**config.mk**
```make
export PLATFORM = sky130hd
export DESIGN_NAME = fcs_host
export DESIGN_NICKNAME = d
export VERILOG_FILES = /design/src/hw/fcs_pkg.sv /design/src/hw/fcs_host.sv /design/src/hw/fcs_bus_cycle.sv
export VERILOG_INCLUDE_DIRS = /design/src /design/src/hw
export SDC_FILE = /design/constraint.sdc
export NUM_CORES = 1
export LEC_CHECK = 0
export ABC_AREA = 0
export BUFFER_PORTS_ARGS = -buffer_cell sky130_fd_sc_hd__buf_2
export CAP_MARGIN = 20
export CORE_UTILIZATION = 58
export DETAILED_ROUTE_END_ITERATION = 12
export PLACE_DENSITY_LB_ADDON = 0.05
export SLEW_MARGIN = 5
export SYNTH_ARGS = -nofsm -noshare
export SYNTH_HDL_FRONTEND = slang
export SYNTH_HIERARCHICAL = 1
export SYNTH_SLANG_ARGS = --single-unit
```
**constraint.sdc**
```tcl
create_clock -name sys_clk -period 3.9 [get_ports sys_clk]
set_clock_uncertainty 0.2 [all_clocks]
set_input_delay 0.78 -clock sys_clk [delete_from_list [all_inputs] [get_ports sys_clk]]
set_output_delay 0.78 -clock sys_clk [all_outputs]
set_load 0.005 [all_outputs]
```
**src/hw/fcs_cfg.svh**
```systemverilog
// Constants of the flash command sequencer host: offsets, codes, timing
`ifndef FCS_CFG_SVH
`define FCS_CFG_SVH

// Clock rate and flash bus timing
`define FCS_CLK_MHZ 100
`define FCS_T_STROBE_NS 100
`define FCS_T_RECOV_NS 50
`define FCS_T_WIN_US 30
`define FCS_STROBE_CYC ((`FCS_T_STROBE_NS * `FCS_CLK_MHZ + 999) / 1000)
`define FCS_RECOV_CYC ((`FCS_T_RECOV_NS * `FCS_CLK_MHZ + 999) / 1000)
`define FCS_WIN_CYC (`FCS_T_WIN_US * `FCS_CLK_MHZ)

// Register offsets
`define FCS_REG_CMD 8'h00
`define FCS_REG_ADDR 8'h04
`define FCS_REG_WDATA 8'h08
`define FCS_REG_STATUS 8'h0c
`define FCS_REG_RDATA 8'h10

// Status field positions
`define FCS_ST_BUSY 0
`define FCS_ST_DONE 1
`define FCS_ST_FAIL 2
`define FCS_ST_REFUSED 3
`define FCS_ST_WINOPEN 4
`define FCS_ST_SUSP 5
`define FCS_ST_ERASING 6

// Unlock addresses and command values
`define FCS_ADR_UNLOCK1 11'h555
`define FCS_ADR_UNLOCK2 11'h2aa
`define FCS_DAT_UNLOCK1 8'haa
`define FCS_DAT_UNLOCK2 8'h55
`define FCS_DAT_RESET 8'hf0
`define FCS_DAT_ID 8'h90
`define FCS_DAT_PROG 8'ha0
`define FCS_DAT_SETUP 8'h80
`define FCS_DAT_CHIP 8'h10
`define FCS_DAT_SECTOR 8'h30
`define FCS_DAT_SUSPEND 8'hb0
`define FCS_DAT_RESUME 8'h30
`define FCS_DAT_PUNLOCK 8'h20

// Status bit positions on the flash data bus
`define FCS_POLL_BIT 7
`define FCS_TOGGLE_BIT 6
`define FCS_TIMEOUT_FLAG 5

`endif

```
**src/hw/fcs_pkg.sv**
```systemverilog
// Types of the flash command sequencer host
`default_nettype none
package fcs_pkg;

   typedef enum logic [3:0] {
      OP_READ = 4'h0, OP_RESET = 4'h1, OP_ID = 4'h2, OP_PVER = 4'h3,
      OP_PROG = 4'h4, OP_CHIP = 4'h5, OP_SECT = 4'h6, OP_ADDS = 4'h7,
      OP_SUSP = 4'h8, OP_RESUM = 4'h9, OP_PUNL = 4'ha, OP_POLL = 4'hb
   } fcs_op_t;

   typedef enum logic [3:0] {
      B_IDLE = 4'b0001, B_SETUP = 4'b0010, B_STRB = 4'b0100, B_RECV = 4'b1000
   } fcs_bstate_t;

   typedef enum logic [5:0] {
      M_IDLE = 6'b000001, M_WR = 6'b000010, M_RD = 6'b000100,
      M_P1 = 6'b001000, M_P2 = 6'b010000, M_ABRT = 6'b100000
   } fcs_mstate_t;

   // Flash pin outputs
   typedef struct packed {
      logic ceN;
      logic oeN;
      logic weN;
      logic [16:0] addr;
      logic [7:0] dqOut;
      logic dqOe;
   } fcs_pins_t;

   // One command bus cycle
   typedef struct packed {
      logic [16:0] addr;
      logic [7:0] data;
   } fcs_step_t;

   // Bus cycle engine state
   typedef struct packed {
      fcs_bstate_t st;
      logic [7:0] cnt;
      fcs_pins_t pins;
      logic [7:0] rdata;
      logic done;
   } fcs_bus_state_t;

endpackage
`default_nettype wire

```
**src/hw/fcs_host.sv**
```systemverilog
// Flash command sequencer host: APB registers driving a parallel flash
//
// Implementation choices: register access over APB and the register addresses.
`timescale 1ns/1ns
`default_nettype none
`include "fcs_cfg.svh"

module fcs_host
(
   // Clock and reset
   input wire logic sys_clk,
   input wire logic resetn,
   // APB slave
   input wire logic psel,
   input wire logic penable,
   input wire logic pwrite,
   input wire logic [7:0] paddr,
   input wire logic [31:0] pwdata,
   output logic [31:0] prdata,
   output logic pready,
   output logic pslverr,
   // Flash bus
   output logic flashCeN,
   output logic flashOeN,
   output logic flashWeN,
   output logic [16:0] flashAddr,
   output logic [7:0] flashDqOut,
   output logic flashDqOe,
   input wire logic [7:0] flashDqIn
);

   typedef struct packed {
      fcs_pkg::fcs_mstate_t st;
      fcs_pkg::fcs_op_t op;
      logic [2:0] step;
      logic [16:0] addr;
      logic [7:0] wdata;
      logic [7:0] rdata;
      logic [7:0] first;
      logic busy;
      logic done;
      logic fail;
      logic refused;
      logic winOpen;
      logic [11:0] winCnt;
      logic erasing;
      logic susp;
      logic start;
      logic isWr;
      fcs_pkg::fcs_step_t bus;
      logic [31:0] prdata;
   } fcs_main_state_t;

   fcs_main_state_t s_q, s_d;
   fcs_pkg::fcs_pins_t pins;
   logic bDone;
   logic [7:0] bRdata;
   logic apbWr;
   logic apbSetup;
   logic mapped;
   logic pass;
   logic allow;

   // Unlock-prefixed command address on the low eleven bits
   function automatic logic [16:0] cmdAdr(input logic [10:0] low);
      cmdAdr = {6'h00, low};
   endfunction

   // Number of write cycles of each operation
   function automatic logic [2:0] seqLen(input fcs_pkg::fcs_op_t op);
      case (op)
         fcs_pkg::OP_ID, fcs_pkg::OP_PVER: seqLen = 3'd3;
         fcs_pkg::OP_PROG: seqLen = 3'd4;
         fcs_pkg::OP_CHIP, fcs_pkg::OP_SECT, fcs_pkg::OP_PUNL: seqLen = 3'd6;
         default: seqLen = 3'd1;
      endcase
   endfunction

   // Address and data of one write cycle of an operation
   function automatic fcs_pkg::fcs_step_t seqStep(input fcs_pkg::fcs_op_t op, input logic [2:0] idx,
                                                 input logic [16:0] a, input logic [7:0] d);
      fcs_pkg::fcs_step_t r;
      r.addr = cmdAdr(`FCS_ADR_UNLOCK1);
      r.data = `FCS_DAT_UNLOCK1;
      case (op)
         fcs_pkg::OP_RESET: r = '{addr: a, data: `FCS_DAT_RESET};
         fcs_pkg::OP_SUSP: r = '{addr: a, data: `FCS_DAT_SUSPEND};
         fcs_pkg::OP_RESUM: r = '{addr: a, data: `FCS_DAT_RESUME};
         fcs_pkg::OP_ADDS: r = '{addr: a, data: `FCS_DAT_SECTOR};
         default:
         begin
            case (idx)
               3'd1, 3'd4: r = '{addr: cmdAdr(`FCS_ADR_UNLOCK2), data: `FCS_DAT_UNLOCK2};
               3'd2:
               begin
                  case (op)
                     fcs_pkg::OP_ID, fcs_pkg::OP_PVER: r.data = `FCS_DAT_ID;
                     fcs_pkg::OP_PROG: r.data = `FCS_DAT_PROG;
                     default: r.data = `FCS_DAT_SETUP;
                  endcase
               end
               3'd3: if (op == fcs_pkg::OP_PROG) r = '{addr: a, data: d};
               3'd5:
               begin
                  case (op)
                     fcs_pkg::OP_CHIP: r.data = `FCS_DAT_CHIP;
                     fcs_pkg::OP_PUNL: r.data = `FCS_DAT_PUNLOCK;
                     default: r = '{addr: a, data: `FCS_DAT_SECTOR};
                  endcase
               end
               default: r = r;
            endcase
         end
      endcase
      seqStep = r;
   endfunction

   // Read address after identification or protection verify
   function automatic logic [16:0] rdAdr(input fcs_pkg::fcs_op_t op, input logic [16:0] a);
      case (op)
         fcs_pkg::OP_ID: rdAdr = {a[16:2], 1'b0, a[0]};
         fcs_pkg::OP_PVER: rdAdr = {a[16:2], 2'b10};
         default: rdAdr = a;
      endcase
   endfunction

   // APB decode
   assign apbWr = psel & penable & pwrite;
   assign apbSetup = psel & ~penable;
   assign mapped = (paddr == `FCS_REG_CMD) | (paddr == `FCS_REG_ADDR) | (paddr == `FCS_REG_WDATA) |
                   (paddr == `FCS_REG_STATUS) | (paddr == `FCS_REG_RDATA);
   assign pass = (s_q.op == fcs_pkg::OP_PROG) ? (bRdata[`FCS_POLL_BIT] == s_q.wdata[`FCS_POLL_BIT]) :
                 bRdata[`FCS_POLL_BIT];

   // Command acceptance policy
   always_comb
   begin
      allow = 1'b1;
      case (fcs_pkg::fcs_op_t'(pwdata[3:0]))
         fcs_pkg::OP_ADDS: allow = s_q.winOpen & ~s_q.susp;
         fcs_pkg::OP_SUSP: allow = s_q.erasing & ~s_q.susp;
         fcs_pkg::OP_RESUM: allow = s_q.susp;
         fcs_pkg::OP_READ, fcs_pkg::OP_PROG, fcs_pkg::OP_POLL: allow = 1'b1;
         fcs_pkg::OP_RESET, fcs_pkg::OP_ID, fcs_pkg::OP_PVER, fcs_pkg::OP_CHIP, fcs_pkg::OP_SECT,
         fcs_pkg::OP_PUNL: allow = ~s_q.susp;
         default: allow = 1'b0;
      endcase
   end

   // Sequencer, window timer and registers
   always_comb
   begin
      s_d = s_q;
      s_d.start = 1'b0;
      // Load window counts down after each sector write
      if (s_q.winOpen)
      begin
         if (s_q.winCnt == 12'h000)
         begin
            s_d.winOpen = 1'b0;
         end
         else
         begin
            s_d.winCnt = s_q.winCnt - 12'h001;
         end
      end
      // Read data captured in the setup phase
      if (apbSetup)
      begin
         case (paddr)
            `FCS_REG_ADDR: s_d.prdata = {15'h0000, s_q.addr};
            `FCS_REG_WDATA: s_d.prdata = {24'h000000, s_q.wdata};
            `FCS_REG_STATUS: s_d.prdata = {25'h0000000, s_q.erasing, s_q.susp, s_q.winOpen, s_q.refused,
                                          s_q.fail, s_q.done, s_q.busy};
            `FCS_REG_RDATA: s_d.prdata = {24'h000000, s_q.rdata};
            default: s_d.prdata = 32'h00000000;
         endcase
      end
      // Register writes
      if (apbWr && !s_q.busy)
      begin
         if (paddr == `FCS_REG_ADDR)
            s_d.addr = pwdata[16:0];
         if (paddr == `FCS_REG_WDATA)
            s_d.wdata = pwdata[7:0];
         if (paddr == `FCS_REG_CMD)
         begin
            s_d.op = fcs_pkg::fcs_op_t'(pwdata[3:0]);
            s_d.done = 1'b0;
            s_d.fail = 1'b0;
            s_d.refused = ~allow;
            s_d.step = 3'd0;
            if (!allow)
            begin
               s_d.done = 1'b1;
            end
            else
            begin
               s_d.busy = 1'b1;
               // Any accepted command but another sector value ends the window
               if (s_d.op != fcs_pkg::OP_ADDS)
                  s_d.winOpen = 1'b0;
               if (s_d.op == fcs_pkg::OP_SUSP)
                  s_d.susp = 1'b1;
               if (s_d.op == fcs_pkg::OP_RESUM)
                  s_d.susp = 1'b0;
               if (s_d.op == fcs_pkg::OP_RESET)
                  s_d.erasing = 1'b0;
               s_d.start = 1'b1;
               if (s_d.op == fcs_pkg::OP_READ)
               begin
                  s_d.isWr = 1'b0;
                  s_d.bus = '{addr: s_q.addr, data: 8'h00};
                  s_d.st = fcs_pkg::M_RD;
               end
               else if (s_d.op == fcs_pkg::OP_POLL)
               begin
                  s_d.isWr = 1'b0;
                  s_d.bus = '{addr: s_q.addr, data: 8'h00};
                  s_d.st = fcs_pkg::M_P1;
               end
               else
               begin
                  s_d.isWr = 1'b1;
                  s_d.bus = seqStep(s_d.op, 3'd0, s_q.addr, s_q.wdata);
                  s_d.st = fcs_pkg::M_WR;
               end
            end
         end
      end
      case (s_q.st)
         fcs_pkg::M_IDLE:
         begin
            s_d.busy = s_d.busy;
         end
         fcs_pkg::M_WR:
         begin
            if (bDone)
            begin
               if (s_q.step == seqLen(s_q.op) - 3'd1)
               begin
                  s_d.start = 1'b1;
                  s_d.isWr = 1'b0;
                  s_d.bus = '{addr: rdAdr(s_q.op, s_q.addr), data: 8'h00};
                  case (s_q.op)
                     fcs_pkg::OP_SECT, fcs_pkg::OP_ADDS:
                     begin
                        // Window timed from the rising strobe
                        s_d.winOpen = 1'b1;
                        // Margin so an accepted load still falls inside the window
                        s_d.winCnt = 12'(`FCS_WIN_CYC - `FCS_RECOV_CYC - 4);
                        s_d.erasing = 1'b1;
                        s_d.start = 1'b0;
                        s_d.st = fcs_pkg::M_IDLE;
                     end
                     fcs_pkg::OP_ID, fcs_pkg::OP_PVER: s_d.st = fcs_pkg::M_RD;
                     fcs_pkg::OP_PROG, fcs_pkg::OP_CHIP: s_d.st = fcs_pkg::M_P1;
                     default:
                     begin
                        s_d.start = 1'b0;
                        s_d.st = fcs_pkg::M_IDLE;
                     end
                  endcase
                  if (s_d.st == fcs_pkg::M_IDLE)
                  begin
                     s_d.busy = 1'b0;
                     s_d.done = 1'b1;
                  end
               end
               else
               begin
                  s_d.step = s_q.step + 3'd1;
                  s_d.start = 1'b1;
                  s_d.bus = seqStep(s_q.op, s_d.step, s_q.addr, s_q.wdata);
               end
            end
         end
         fcs_pkg::M_RD:
         begin
            if (bDone)
            begin
               s_d.rdata = bRdata;
               s_d.busy = 1'b0;
               s_d.done = 1'b1;
               s_d.st = fcs_pkg::M_IDLE;
            end
         end
         fcs_pkg::M_P1:
         begin
            if (bDone)
            begin
               s_d.first = bRdata;
               s_d.start = 1'b1;
               s_d.st = fcs_pkg::M_P2;
            end
         end
         fcs_pkg::M_P2:
         begin
            if (bDone)
            begin
               s_d.rdata = bRdata;
               if (bRdata[`FCS_TOGGLE_BIT] == s_q.first[`FCS_TOGGLE_BIT])
               begin
                  // Toggle steady over two reads: finished
                  s_d.busy = 1'b0;
                  s_d.done = 1'b1;
                  s_d.fail = ~pass;
                  if (s_q.op != fcs_pkg::OP_PROG)
                     s_d.erasing = 1'b0;
                  s_d.st = fcs_pkg::M_IDLE;
               end
               else if (bRdata[`FCS_TIMEOUT_FLAG])
               begin
                  // Over time limit: abort with reset value
                  s_d.fail = 1'b1;
                  s_d.erasing = 1'b0;
                  s_d.isWr = 1'b1;
                  s_d.bus = '{addr: s_q.addr, data: `FCS_DAT_RESET};
                  s_d.start = 1'b1;
                  s_d.st = fcs_pkg::M_ABRT;
               end
               else
               begin
                  s_d.start = 1'b1;
                  s_d.st = fcs_pkg::M_P1;
               end
            end
         end
         fcs_pkg::M_ABRT:
         begin
            if (bDone)
            begin
               s_d.busy = 1'b0;
               s_d.done = 1'b1;
               s_d.st = fcs_pkg::M_IDLE;
            end
         end
         default:
         begin
            s_d.st = fcs_pkg::M_IDLE;
         end
      endcase
   end

   // State register
   always_ff @(posedge sys_clk)
   begin
      if (!resetn)
      begin
         s_q <= '0;
         s_q.st <= fcs_pkg::M_IDLE;
         s_q.op <= fcs_pkg::OP_READ;
      end
      else
      begin
         s_q <= s_d;
      end
   end

   fcs_bus_cycle u_bus
   (
      .sys_clk(sys_clk),
      .resetn(resetn),
      .start(s_q.start),
      .isWrite(s_q.isWr),
      .addr(s_q.bus.addr),
      .wdata(s_q.bus.data),
      .done(bDone),
      .rdata(bRdata),
      .pins(pins),
      .dqIn(flashDqIn)
   );

   // Outputs
   assign prdata = s_q.prdata;
   assign pready = 1'b1;
   assign pslverr = psel & penable & ~mapped;
   assign flashCeN = pins.ceN;
   assign flashOeN = pins.oeN;
   assign flashWeN = pins.weN;
   assign flashAddr = pins.addr;
   assign flashDqOut = pins.dqOut;
   assign flashDqOe = pins.dqOe;

endmodule
`default_nettype wire

```
**src/hw/fcs_bus_cycle.sv**
```systemverilog
// One read or write cycle on the asynchronous flash bus
`timescale 1ns/1ns
`default_nettype none
`include "fcs_cfg.svh"

module fcs_bus_cycle
(
   // Clock and reset
   input wire logic sys_clk,
   input wire logic resetn,
   // Request
   input wire logic start,
   input wire logic isWrite,
   input wire logic [16:0] addr,
   input wire logic [7:0] wdata,
   // Answer
   output logic done,
   output logic [7:0] rdata,
   // Flash pins
   output fcs_pkg::fcs_pins_t pins,
   input wire logic [7:0] dqIn
);

   fcs_pkg::fcs_bus_state_t s_q, s_d;

   // Cycle sequencing: setup, strobe low, recovery
   always_comb
   begin
      s_d = s_q;
      s_d.done = 1'b0;
      case (s_q.st)
         fcs_pkg::B_IDLE:
         begin
            if (start)
            begin
               s_d.pins.ceN = 1'b0;
               s_d.pins.addr = addr;
               s_d.pins.dqOut = wdata;
               s_d.pins.dqOe = isWrite; // Drive only while writing
               s_d.st = fcs_pkg::B_SETUP;
            end
         end
         fcs_pkg::B_SETUP:
         begin
            // Write strobe low with output enable high, or read strobe
            s_d.pins.weN = ~s_q.pins.dqOe;
            s_d.pins.oeN = s_q.pins.dqOe;
            s_d.cnt = 8'(`FCS_STROBE_CYC - 1);
            s_d.st = fcs_pkg::B_STRB;
         end
         fcs_pkg::B_STRB:
         begin
            if (s_q.cnt == 8'h00)
            begin
               s_d.rdata = dqIn;
               s_d.pins.weN = 1'b1;
               s_d.pins.oeN = 1'b1;
               s_d.cnt = 8'(`FCS_RECOV_CYC - 1);
               s_d.st = fcs_pkg::B_RECV;
            end
            else
            begin
               s_d.cnt = s_q.cnt - 8'h01;
            end
         end
         fcs_pkg::B_RECV:
         begin
            if (s_q.cnt == 8'h00)
            begin
               s_d.pins.ceN = 1'b1;
               s_d.pins.dqOe = 1'b0;
               s_d.done = 1'b1;
               s_d.st = fcs_pkg::B_IDLE;
            end
            else
            begin
               s_d.cnt = s_q.cnt - 8'h01;
            end
         end
         default:
         begin
            s_d.st = fcs_pkg::B_IDLE;
         end
      endcase
   end

   // State register
   always_ff @(posedge sys_clk)
   begin
      if (!resetn)
      begin
         s_q <= '0;
         s_q.st <= fcs_pkg::B_IDLE;
         s_q.pins.ceN <= 1'b1;
         s_q.pins.oeN <= 1'b1;
         s_q.pins.weN <= 1'b1;
      end
      else
      begin
         s_q <= s_d;
      end
   end

   assign done = s_q.done;
   assign rdata = s_q.rdata;
   assign pins = s_q.pins;

endmodule
`default_nettype wire

```
==> flow_summary_export.csv, run 1 <==
group,metric,value,unit
timing,clock.fmax,301,MHz
logic_synthesis,synth_warnings,6,
detailed_routing,post_drt_via_cell_ratio,5.81,
clock_network,cts_hold_buf,0,
placement,post-dp-hpwl,14300,um
cells_and_area,fillers,1269,
global_route,grt_usage,0.283,
global_route,grt_pass1_vias,6093,
critical_path,r2r_slack,0.58,ns
global_route,grt_pass1_wl,32300,um
cells_and_area,regArea,0.00320,sq mm
critical_path,reg2reg_depth,11,
floorplan,core_area,0.0139,sq mm
cells_and_area,drive_above_1_share,0.138,
critical_path,crit_path_start_kind,"flip-flop",
power_and_ir_drop,static-leakage-power,3.53,nW
detailed_routing,wl,20200,um
critical_path,cp_top_family,"simple AND/OR/NAND/NOR gates",
clock_network,cts_tree,"yes",
critical_path,crit_buf_inv,1,
placement,post-place-cells,1178,
power_and_ir_drop,vdd.ir_drop.worst,0.283,mV
floorplan,fp-row-count,43,
clock_network,clkSinkCount,160,
critical_path,cp_slowest_cell,"dfxtp_1",
critical_path,endpoint_kind,"flip-flop",
global_route,antenna_found_initial,0,
power_and_ir_drop,power,3.44,mW
timing,maxSlewViolCount,0,
floorplan,initial_core_util,0.595,
detailed_routing,drc,0,
critical_path,timing.rr.end,"s_q[55]",
detailed_routing,drt_iter0_drc,534,
critical_path,arrival,3.44,ns
logic_synthesis,ys_ff_latch,160,
floorplan,die_h,121,um
critical_path,startpoint,"s_q[125]",
cells_and_area,antenna_cells,0,
clock_network,cts_made_buffers,17,
timing,hold_violations,0,
timing,layout_setup_ws,0.581,ns
logic_synthesis,syn-cell-area,0.00827,sq mm
timing,fin_setup_tns,0,ns
worst_hold_path,hold_class,"reg -> reg",
clock_network,post_cts_buffers,0,
critical_path,cp_slowest_stage_delay,0.58,ns
clock_network,clockBufferDepth,2,
critical_path,r2r_start,"s_q[125]",
power_and_ir_drop,power.internal,2.71,mW
critical_path,setup.worst_path.end,"s_q[55]",
logic_synthesis,synth-edff-count,0,
critical_path,worstPathMaxFanout,14,
cells_and_area,layout_common_cells,"160 x dfxtp_1, 142 x nand2_1, 107 x a21oi_1, 100 x nor2_1, 84 x buf_2",
timing,relSlewSlack,0.379,
timing,tightest_slew,0.932,ns
cells_and_area,final_nets,1077,
power_and_ir_drop,pwr_density_cell,390,mW/mm^2
clock_network,cts-htree-levels,4,
clock_network,clk_pin_slew_worst_paths,0.07,ns
cells_and_area,fin_cells,1210,
power_and_ir_drop,switchingPower,736,uW
logic_synthesis,syn_inst,1023,
cells_and_area,multi_input_area,0.00424,sq mm
global_route,grt_max_degree,82,
global_route,grt_overflow,0,
detailed_routing,drtAntennaViolNets,0,
timing,setup_viol,0,
critical_path,cp_common_cell,"nor3_1",
detailed_routing,avgRoutedWirePerCell,16.7,um
clock_network,cts_resized,0,
floorplan,top_level_ports,116,
placement,pre_cts_slack,0.477,ns
floorplan,die_w,121,um
critical_path,cp_num_cells,11,
detailed_routing,first_pass_iters,5,
clock_network,clock-root-buffer,"clkbuf_16",
logic_synthesis,synth-async-reset-ratio,0,
status,status,"finished, final reports clean",
floorplan,die_area,0.0147,sq mm
power_and_ir_drop,clkPwrFrac,0.496,
logic_synthesis,ys_seq_area_frac,0.388,
placement,routabilityCongestion,0.933,
power_and_ir_drop,seqPwrFrac,0.475,
logic_synthesis,synth_cell_types,82,
power_and_ir_drop,combPwrFrac,0.029,
cells_and_area,area_growth,6.89,%
timing,finalCritPeriodShare,0.851,
worst_hold_path,hold_path_startpoint,"u_bus/pins[24]",
logic_synthesis,ys.flop_type,"dfxtp_1",
detailed_routing,vias,7035,
power_and_ir_drop,swShare,0.214,
critical_path,required,4.02,ns
placement,portBuffers,84,
critical_path,crit_type,"reg -> reg",
timing,min_period,3.32,ns
timing,rsz0062_at_grt,"no",
cells_and_area,final_common_cell,"dfxtp_1",
flow_run,drv_cap,0,
critical_path,crit_path_cell_trace,"nor2b_1 > o21ai_0 > inv_1 > ha_1 > xnor2_1 > nor3_1 > mux2_2 > nor3_1 > nand2b_1 > and3_4 > a22o_1",
logic_synthesis,syn_avg_cell_area,8.08,sq um
clock_network,clock_latency,0.43,ns
-- state kept, by name, summed over array words and instances, names as in the netlist --
| name | count |
|---|---|
| u_bus/rdata | 8 |
| prdata | 17 |
| u_bus/pins | 29 |
| u_bus/s_q | 12 |
| u_bus/done | 1 |
| s_q | 93 |
-- metrics by stage --
stage	hold WS (ns)	instance area (sq um)	utilization
6_report	0.250	8830	0.636
5_1_grt	0.275	8830	0.636
4_1_cts	0.252	8830	0.636
3_5_place_dp	0.244	8220	0.592
3_3_place_gp	0.240	8220	0.592
2_1_floorplan	0.225	8320	-
-- layout make-up --
cell class,instances,area share
well taps,180,0.0255
inverters,20,0.00850
clock buffers,24,0.0579
flip-flops and latches,160,0.363
clock inverters,8,0.0113
multi-input cells,726,0.480
repair buffers,92,0.0544
-- worst min path at each step --
stage	cells after the start	slack [ns]	end
floorplan	2	0.22	s_q[32]
global placement	2	0.24	u_bus/pins[16]
detailed placement	2	0.24	u_bus/pins[24]
CTS	2	0.25	u_bus/pins[24]
global route	2	0.27	u_bus/pins[8]
finish	2	0.25	u_bus/pins[24]
-- metal layers --
layer	up-vias	GRT usage	part of all wire
met1	3287	0.405	0.48
met2	220	0.425	0.44
li1	3503	-	-
met5	-	0	0
met4	0	0.0957	0.016
met3	25	0.0508	0.060
-- power by group through the flow --
stage / clock network [mW] / registers (mW) / logic (mW)
floorplan: 0 / 1.67 / 0.0711
global placement: 0 / 1.67 / 0.0979
detailed placement: 0 / 1.67 / 0.0983
CTS: 1.73 / 1.63 / 0.0985
global route: 1.80 / 1.63 / 0.109
finish: 1.71 / 1.63 / 0.0995
-- cell families (layout without fill, tap and decap cells) --
family | after synthesis | count (layout) | share of synthesized area
buffers and inverters | 151 | 144 | 0.106
muxes | 40 | 40 | 0.0487
and+or+nand+nor | 382 | 382 | 0.224
DFF | 160 | 160 | 0.388
xor gates and xnor gates | 16 | 16 | 0.0170
AOI/OAI and AO/OA | 263 | 263 | 0.203
other | 2 | 16 | 0.000909
adders and majority gates | 9 | 9 | 0.0130
-- worst min-delay path, stage by stage, from the launching register on --
cell and delay (ns):
dfxtp_1 0.30, nand2_1 0.05, a21oi_1 0.05
-- Yosys cell counts (5+ instances only) --
cell type / count / area (sq um)
a21o_1: 10 / 75.1
ha_1: 7 / 87.6
nor4_1: 7 / 43.8
nor3_1: 22 / 110
buf_2: 7 / 35.0
nor2_1: 100 / 375
buf_4: 73 / 548
xnor2_1: 10 / 87.6
o21a_1: 8 / 60.1
or3_1: 8 / 50.1
mux2i_1: 38 / 380
nor2b_1: 11 / 68.8
nand2_1: 142 / 533
a2bb2oi_1: 7 / 61.3
nand4_1: 7 / 43.8
o21ai_0: 38 / 190
xor2_1: 6 / 52.6
a21oi_1: 107 / 536
clkbuf_1: 45 / 169
a22oi_1: 26 / 195
o22ai_1: 8 / 50.1
nand3b_1: 10 / 75.1
inv_1: 19 / 71.3
o2bb2ai_1: 5 / 43.8
nand3_1: 21 / 105
dfxtp_1: 160 / 3200
a31oi_1: 8 / 50.1
nand2b_1: 13 / 81.3
No activity file was read; power rests on OpenSTA's default activity.
==> inputs of run 2 (changes only) <==
- CORE_MARGIN: default -> 10
- CORE_UTILIZATION: 58 -> 35
==> run 2 against run 1 <==
Compared with the run above:
- wire length grew 22%
- sequential cell count is the same
- clock power is essentially flat
- worst hold slack gained 0.0012 ns
- largest cell class unchanged
- register-to-register slack lost 0.05 ns
- critical endpoint is now s_q[44]
- sequential share of layout area shrank 0.91 points
==> flow_summary_export.csv, run 2 (same netlist as run 1, synthesis figures left out) <==
group,metric,value,unit
status,status,"finished, final reports clean",
detailed_routing,avgRoutedWirePerCell,18.2,um
critical_path,crit_buf_inv,1,
critical_path,cp_slowest_stage_delay,0.48,ns
clock_network,clock-root-buffer,"clkbuf_16",
cells_and_area,final_common_cell,"dfxtp_1",
clock_network,clkSinkCount,160,
cells_and_area,drive_above_1_share,0.147,
clock_network,post_cts_buffers,0,
critical_path,r2r_slack,0.54,ns
critical_path,r2r_start,"s_q[124]",
clock_network,clockBufferDepth,2,
floorplan,top_level_ports,116,
floorplan,die_w,174,um
critical_path,cp_top_family,"simple AND/OR/NAND/NOR gates",
timing,setup_viol,0,
critical_path,arrival,3.54,ns
critical_path,crit_path_start_kind,"flip-flop",
critical_path,crit_path_cell_trace,"and3b_1 > o21ai_0 > inv_1 > ha_1 > xnor2_1 > nor3_1 > mux2_2 > nor3_1 > nand2_1 > a21oi_1 > a311o_1",
global_route,grt_usage,0.161,
floorplan,initial_core_util,0.354,
worst_hold_path,hold_class,"reg -> reg",
timing,finalCritPeriodShare,0.863,
critical_path,reg2reg_depth,11,
global_route,grt_pass1_wl,39300,um
cells_and_area,antenna_cells,0,
global_route,grt_overflow,0,
timing,relSlewSlack,0.358,
timing,clock.fmax,297,MHz
critical_path,startpoint,"s_q[124]",
clock_network,cts-htree-levels,4,
placement,dpl_cell_area,0.00847,sq mm
detailed_routing,vias,6965,
placement,routabilityCongestion,0.873,
critical_path,worstPathMaxFanout,12,
clock_network,clk_pin_slew_worst_paths,0.07,ns
cells_and_area,final_nets,1087,
cells_and_area,area_growth,9.64,%
timing,maxSlewViolCount,0,
power_and_ir_drop,vdd.ir_drop.worst,0.260,mV
timing,rsz0062_at_grt,"no",
critical_path,cp_common_cell,"nor3_1",
critical_path,required,4.07,ns
cells_and_area,regMostFlops,"s_q",
power_and_ir_drop,static-leakage-power,3.56,nW
critical_path,crit_type,"reg -> reg",
detailed_routing,drt_iter0_drc,527,
placement,pre_cts_slack,0.546,ns
clock_network,cts_made_buffers,17,
clock_network,cts_tree,"yes",
floorplan,die_h,174,um
detailed_routing,drc,0,
floorplan,core_area,0.0233,sq mm
timing,fin_setup_tns,0,ns
placement,portBuffers,84,
critical_path,setup.worst_path.end,"s_q[44]",
clock_network,clock_latency,0.44,ns
cells_and_area,layout_common_cells,"160 x dfxtp_1, 142 x nand2_1, 107 x a21oi_1, 100 x nor2_1, 84 x buf_2",
global_route,met2_usage,0.243,
floorplan,fp-row-count,56,
flow_run,drv_cap,0,
detailed_routing,first_pass_iters,4,
floorplan,die_area,0.0302,sq mm
timing,layout_setup_ws,0.535,ns
timing,tightest_slew,0.962,ns
timing,hold_violations,0,
detailed_routing,drtAntennaViolNets,0,
global_route,top_usage_layer,"met2",
power_and_ir_drop,pwr_density_cell,378,mW/mm^2
global_route,grt_pass1_vias,6693,
critical_path,timing.rr.end,"s_q[44]",
global_route,antenna_found_initial,0,
cells_and_area,finalInstanceArea,0.00906,sq mm
global_route,grt_util_met3,0.0277,
cells_and_area,largest_register_ffs,93,
global_route,gr-usage-met1,0.230,
placement,post-dp-hpwl,17900,um
critical_path,endpoint_kind,"flip-flop",
timing,min_period,3.36,ns
detailed_routing,wl,24700,um
clock_network,cts_resized,0,
clock_network,cts_hold_buf,0,
critical_path,cp_slowest_cell,"dfxtp_1",
global_route,grt_max_degree,42,
detailed_routing,post_drt_via_cell_ratio,5.13,
critical_path,cp_num_cells,11,
-- run 2: per-layer routing --
| layer | share of wire | wire length [um] |
|---|---|---|
| met1 | 0.51 | 12500 |
| met2 | 0.44 | 10900 |
| met3 | 0.039 | 967 |
| met4 | 0.015 | 358 |
| met5 | 0 | 0 |
-- run 2: cell type report --
class | count | area (sq um)
multi-input cells | 726 | 4240
fillers | 2500 | 14300
flip-flops and latches | 160 | 3200
clock buffers | 17 | 425
clock inverters | 15 | 165
inverters | 20 | 75.1
well taps | 319 | 399
repair buffers | 102 | 556
-- run 2: worst min path at each step --
stage / from / endpoint / slack (ns) / cells after the start
6_report: u_bus/pins[16] / u_bus/pins[16] / 0.25 / 2
4_1_cts: u_bus/pins[16] / u_bus/pins[16] / 0.25 / 2
5_1_grt: u_bus/pins[22] / u_bus/pins[22] / 0.27 / 2
3_3_place_gp: u_bus/pins[12] / u_bus/pins[12] / 0.24 / 2
2_1_floorplan: s_q[32] / s_q[32] / 0.22 / 2
3_5_place_dp: u_bus/pins[16] / u_bus/pins[16] / 0.24 / 2
-- run 2: power by group --
part / switching [mW] / internal [mW] / total (mW)
clock: 0.824 / 0.861 / 1.68
combinational: 0.0784 / 0.0301 / 0.108
sequential: 0.000233 / 1.63 / 1.63
total: 0.903 / 2.52 / 3.43
-- run 2: tightest hold or removal path, stage by stage, from the launching register on --
cell and delay, ns:
dfxtp_1 0.31, nand2_1 0.05, a21oi_1 0.05
-- run 2: metrics by stage --
| step | util | total power [mW] | hold WS (ns) | instances |
|---|---|---|---|---|
| 6_report | 0.388 | 3.43 | 0.251 | 1359 |
| 5_1_grt | 0.388 | 3.54 | 0.275 | 1359 |
| 4_1_cts | 0.388 | 3.48 | 0.254 | 1359 |
| 3_5_place_dp | 0.363 | 1.78 | 0.244 | 1327 |
| 3_3_place_gp | 0.363 | 1.78 | 0.241 | 1327 |
| 2_1_floorplan | - | 1.74 | 0.225 | 1037 |
==> inputs of run 3 (changes only) <==
--- a/config.mk
+++ b/config.mk
@@ -8,3 +8,3 @@
 export LEC_CHECK = 0
-export ABC_AREA = 0
+export ABC_AREA = 1
 export BUFFER_PORTS_ARGS = -buffer_cell sky130_fd_sc_hd__buf_2
--- a/constraint.sdc
+++ b/constraint.sdc
@@ -4,2 +4,2 @@
 set_output_delay 0.78 -clock sys_clk [all_outputs]
-set_load 0.005 [all_outputs]
+set_load 0.01 [all_outputs]
==> run 3 against run 2 <==
Compared with the run above:
- largest power group is now registers
- count of clock-buffer cells in the layout did not move
- global-route usage rose by 0.51 points
- non-clock buffer count is 2 lower
- via count up 12%
- fmax rose by 0.97%
- area after synthesis increased by 4.5%
- critical endpoint is now s_q[71]
==> flow_summary_export.csv, run 3 <==
group,metric,value,unit
clock_network,cts_made_buffers,17,
worst_hold_path,worstHoldPathCells,2,
logic_synthesis,ys.flop_type,"dfxtp_1",
clock_network,cts_tree,"yes",
critical_path,cp_num_cells,13,
power_and_ir_drop,vdd.ir_drop.worst,0.205,mV
timing,fin_setup_tns,0,ns
timing,clock.fmax,300,MHz
detailed_routing,avgRoutedWirePerCell,15.9,um
power_and_ir_drop,seqPwrFrac,0.487,
detailed_routing,post_drt_via_cell_ratio,4.81,
clock_network,cts_resized,0,
logic_synthesis,synth_most_common_cell,"nand2_1",
floorplan,top_level_ports,116,
logic_synthesis,synth_compound_area_frac,0.175,
worst_hold_path,hold_class,"reg -> reg",
cells_and_area,layout_common_cells,"309 x nand2_1, 160 x dfxtp_1, 127 x nor2_1, 123 x a21oi_1, 117 x inv_1",
clock_network,cts_hold_buf,0,
critical_path,cp_slowest_stage_delay,0.45,ns
logic_synthesis,yosysTopAreaCell,"dfxtp_1",
power_and_ir_drop,static-leakage-power,4.05,nW
timing,relSlewSlack,0.564,
logic_synthesis,synth_xor_area_frac,0.00609,
power_and_ir_drop,switchingPower,855,uW
timing,min_period,3.33,ns
logic_synthesis,synthTopCellsByArea,"dfxtp_1 37%, nand2_1 13%, a21oi_1 7.1%",
placement,routabilityCongestion,0.884,
logic_synthesis,synth_cell_types,54,
global_route,grt_pass1_wl,41800,um
cells_and_area,antenna_cells,0,
detailed_routing,first_pass_iters,4,
timing,layout_setup_ws,0.567,ns
timing,finalCritPeriodShare,0.855,
logic_synthesis,synth_top_area_frac,0.371,
floorplan,die_area,0.0314,sq mm
critical_path,worstPathMaxFanout,14,
status,status,"finished, final reports clean",
detailed_routing,wl,25900,um
cells_and_area,drive_above_1_share,0.155,
cells_and_area,final_nets,1348,
placement,post-dp-hpwl,19800,um
floorplan,die_w,177,um
global_route,grt_usage,0.167,
detailed_routing,vias,7805,
critical_path,arrival,3.47,ns
detailed_routing,drtAntennaViolNets,0,
flow_run,drv_cap,0,
power_and_ir_drop,clkPwrFrac,0.475,
cells_and_area,multi_input_area,0.00424,sq mm
logic_synthesis,syn_avg_cell_area,6.84,sq um
timing,rsz0062_at_grt,"no",
clock_network,clock_latency,0.43,ns
logic_synthesis,yosys.area_share.adder,0.0101,
timing,maxSlewViolCount,0,
clock_network,clkSinkCount,160,
power_and_ir_drop,power.internal,2.51,mW
floorplan,fp-row-count,57,
logic_synthesis,syn_inst,1263,
clock_network,clockBufferDepth,2,
cells_and_area,regMostFlops,"s_q",
logic_synthesis,yosys.area_share.simple,0.291,
detailed_routing,drc,0,
logic_synthesis,ys_seq_area_frac,0.371,
cells_and_area,regArea,0.00320,sq mm
global_route,grt_overflow,0,
detailed_routing,drt_iter0_drc,449,
logic_synthesis,synth_warnings,6,
cells_and_area,fillers,2689,
critical_path,required,4.04,ns
critical_path,crit_path_cell_trace,"nor2_1 > nand2_1 > nand4_2 > ha_1 > xnor2_1 > nand4_1 > nand2_1 > nand3_4 > nor2_4 > nand2_2 > nand2_1 > or2_1 > inv_1",
clock_network,cts-htree-levels,4,
logic_synthesis,synthMuxAreaShare,0.00130,
logic_synthesis,syn-cell-area,0.00864,sq mm
critical_path,crit_path_start_kind,"flip-flop",
critical_path,reg2reg_depth,13,
logic_synthesis,synth-async-reset-ratio,0,
logic_synthesis,ys_ff_latch,160,
placement,portBuffers,84,
power_and_ir_drop,pwr_density_cell,356,mW/mm^2
cells_and_area,area_growth,9.62,%
global_route,antenna_found_initial,0,
floorplan,die_h,177,um
timing,tightest_slew,0.653,ns
critical_path,crit_buf_inv,1,
timing,hold_violations,0,
floorplan,initial_core_util,0.355,
floorplan,core_area,0.0243,sq mm
placement,pre_cts_slack,0.561,ns
power_and_ir_drop,swShare,0.254,
logic_synthesis,synth-edff-count,0,
power_and_ir_drop,combPwrFrac,0.038,
critical_path,cp_slowest_cell,"dfxtp_1",
cells_and_area,largest_register_ffs,93,
logic_synthesis,synth_top_family_by_area,"simple AND/OR/NAND/NOR gates",
timing,setup_viol,0,
global_route,grt_max_degree,42,
clock_network,clock-root-buffer,"clkbuf_16",
global_route,grt_pass1_vias,7737,
clock_network,clk_pin_slew_worst_paths,0.07,ns
critical_path,endpoint_kind,"flip-flop",
critical_path,cp_top_family,"simple AND/OR/NAND/NOR gates",
critical_path,crit_type,"reg -> reg",
cells_and_area,final_common_cell,"nand2_1",
critical_path,cp_common_cell,"nand2_1",
clock_network,post_cts_buffers,0,
logic_synthesis,synthTopCellsByCount,"309 x nand2_1, 160 x dfxtp_1, 127 x nor2_1, 123 x a21oi_1, 117 x inv_1",
[run 3: cell types whose count changed in the layout (fill, tap and decap cells not counted), sizes merged, moves of 10 or more]
cell / delta
o21ai: +71
nor2: +48
mux2i: -38
nor2b: -11
a21o: -10
a22oi: -25
a21oi: +20
nand3: +31
nand2: +173
inv: +113
nand2b: -13
nand4: +19
[run 3: area by class of cell]
cell class / count / share of cell area
sequential: 160 / 0.338
tap: 324 / 0.0428
timing repair buffer: 100 / 0.0571
multi-input combinational: 873 / 0.448
inverter: 136 / 0.0554
clock inverter: 14 / 0.0133
clock buffer: 17 / 0.0449
[run 3: layer usage]
layer	wire, um	global-route usage	up-vias
li1	-	-	4095
met1	13100	0.227	3525
met2	11300	0.262	170
met3	1200	0.0363	15
met4	283	0.0399	0
met5	0	0	-
[run 3: path summary, 6_finish.rpt]
kind,slack [ns],to,start
max reg2reg,0.57,s_q[71],s_q[122]
min,0.26,u_bus/pins[4],s_q[35]
max,0.57,s_q[71],s_q[122]
min reg2reg,0.26,u_bus/pins[4],s_q[35]
[run 3: logic make-up (layout without fill, tap and decap cells)]
logic type      after synthesis  after routing
fa+ha+maj                     7              7
flops                       160            160
other cells                   2             16
mux                           1              1
compound gates              272            272
simple gates                571            571
buf+inv                     244            267
xor+xnor                      6              6
[run 3: power by group through the flow]
stage / Combinational (mW) / Sequential (mW) / Clock [mW]
floorplan: 0.0948 / 1.68 / 0
global placement: 0.130 / 1.68 / 0
detailed placement: 0.129 / 1.68 / 0
CTS: 0.130 / 1.64 / 1.65
global route: 0.146 / 1.64 / 1.70
finish: 0.128 / 1.64 / 1.60
[run 3: worst min-delay path: cells and delay by family (launching register included)]
family / cells / cell delay, ns
AND/OR/NAND/NOR: 1 / 0.06
AO/OA/AOI/OAI: 1 / 0.05
flip-flops: 1 / 0.31
[run 3: stage by stage]
step,total power [mW],util,cells,cell area [sq um],hold slack (ns)
after floorplan,1.77,-,1277,8690,0.229
after global placement,1.81,0.367,1593,8910,0.244
after detailed placement,1.81,0.367,1593,8910,0.255
after CTS,3.42,0.389,1624,9470,0.260
after global routing,3.49,0.389,1624,9470,0.282
final,3.37,0.389,1624,9470,0.261
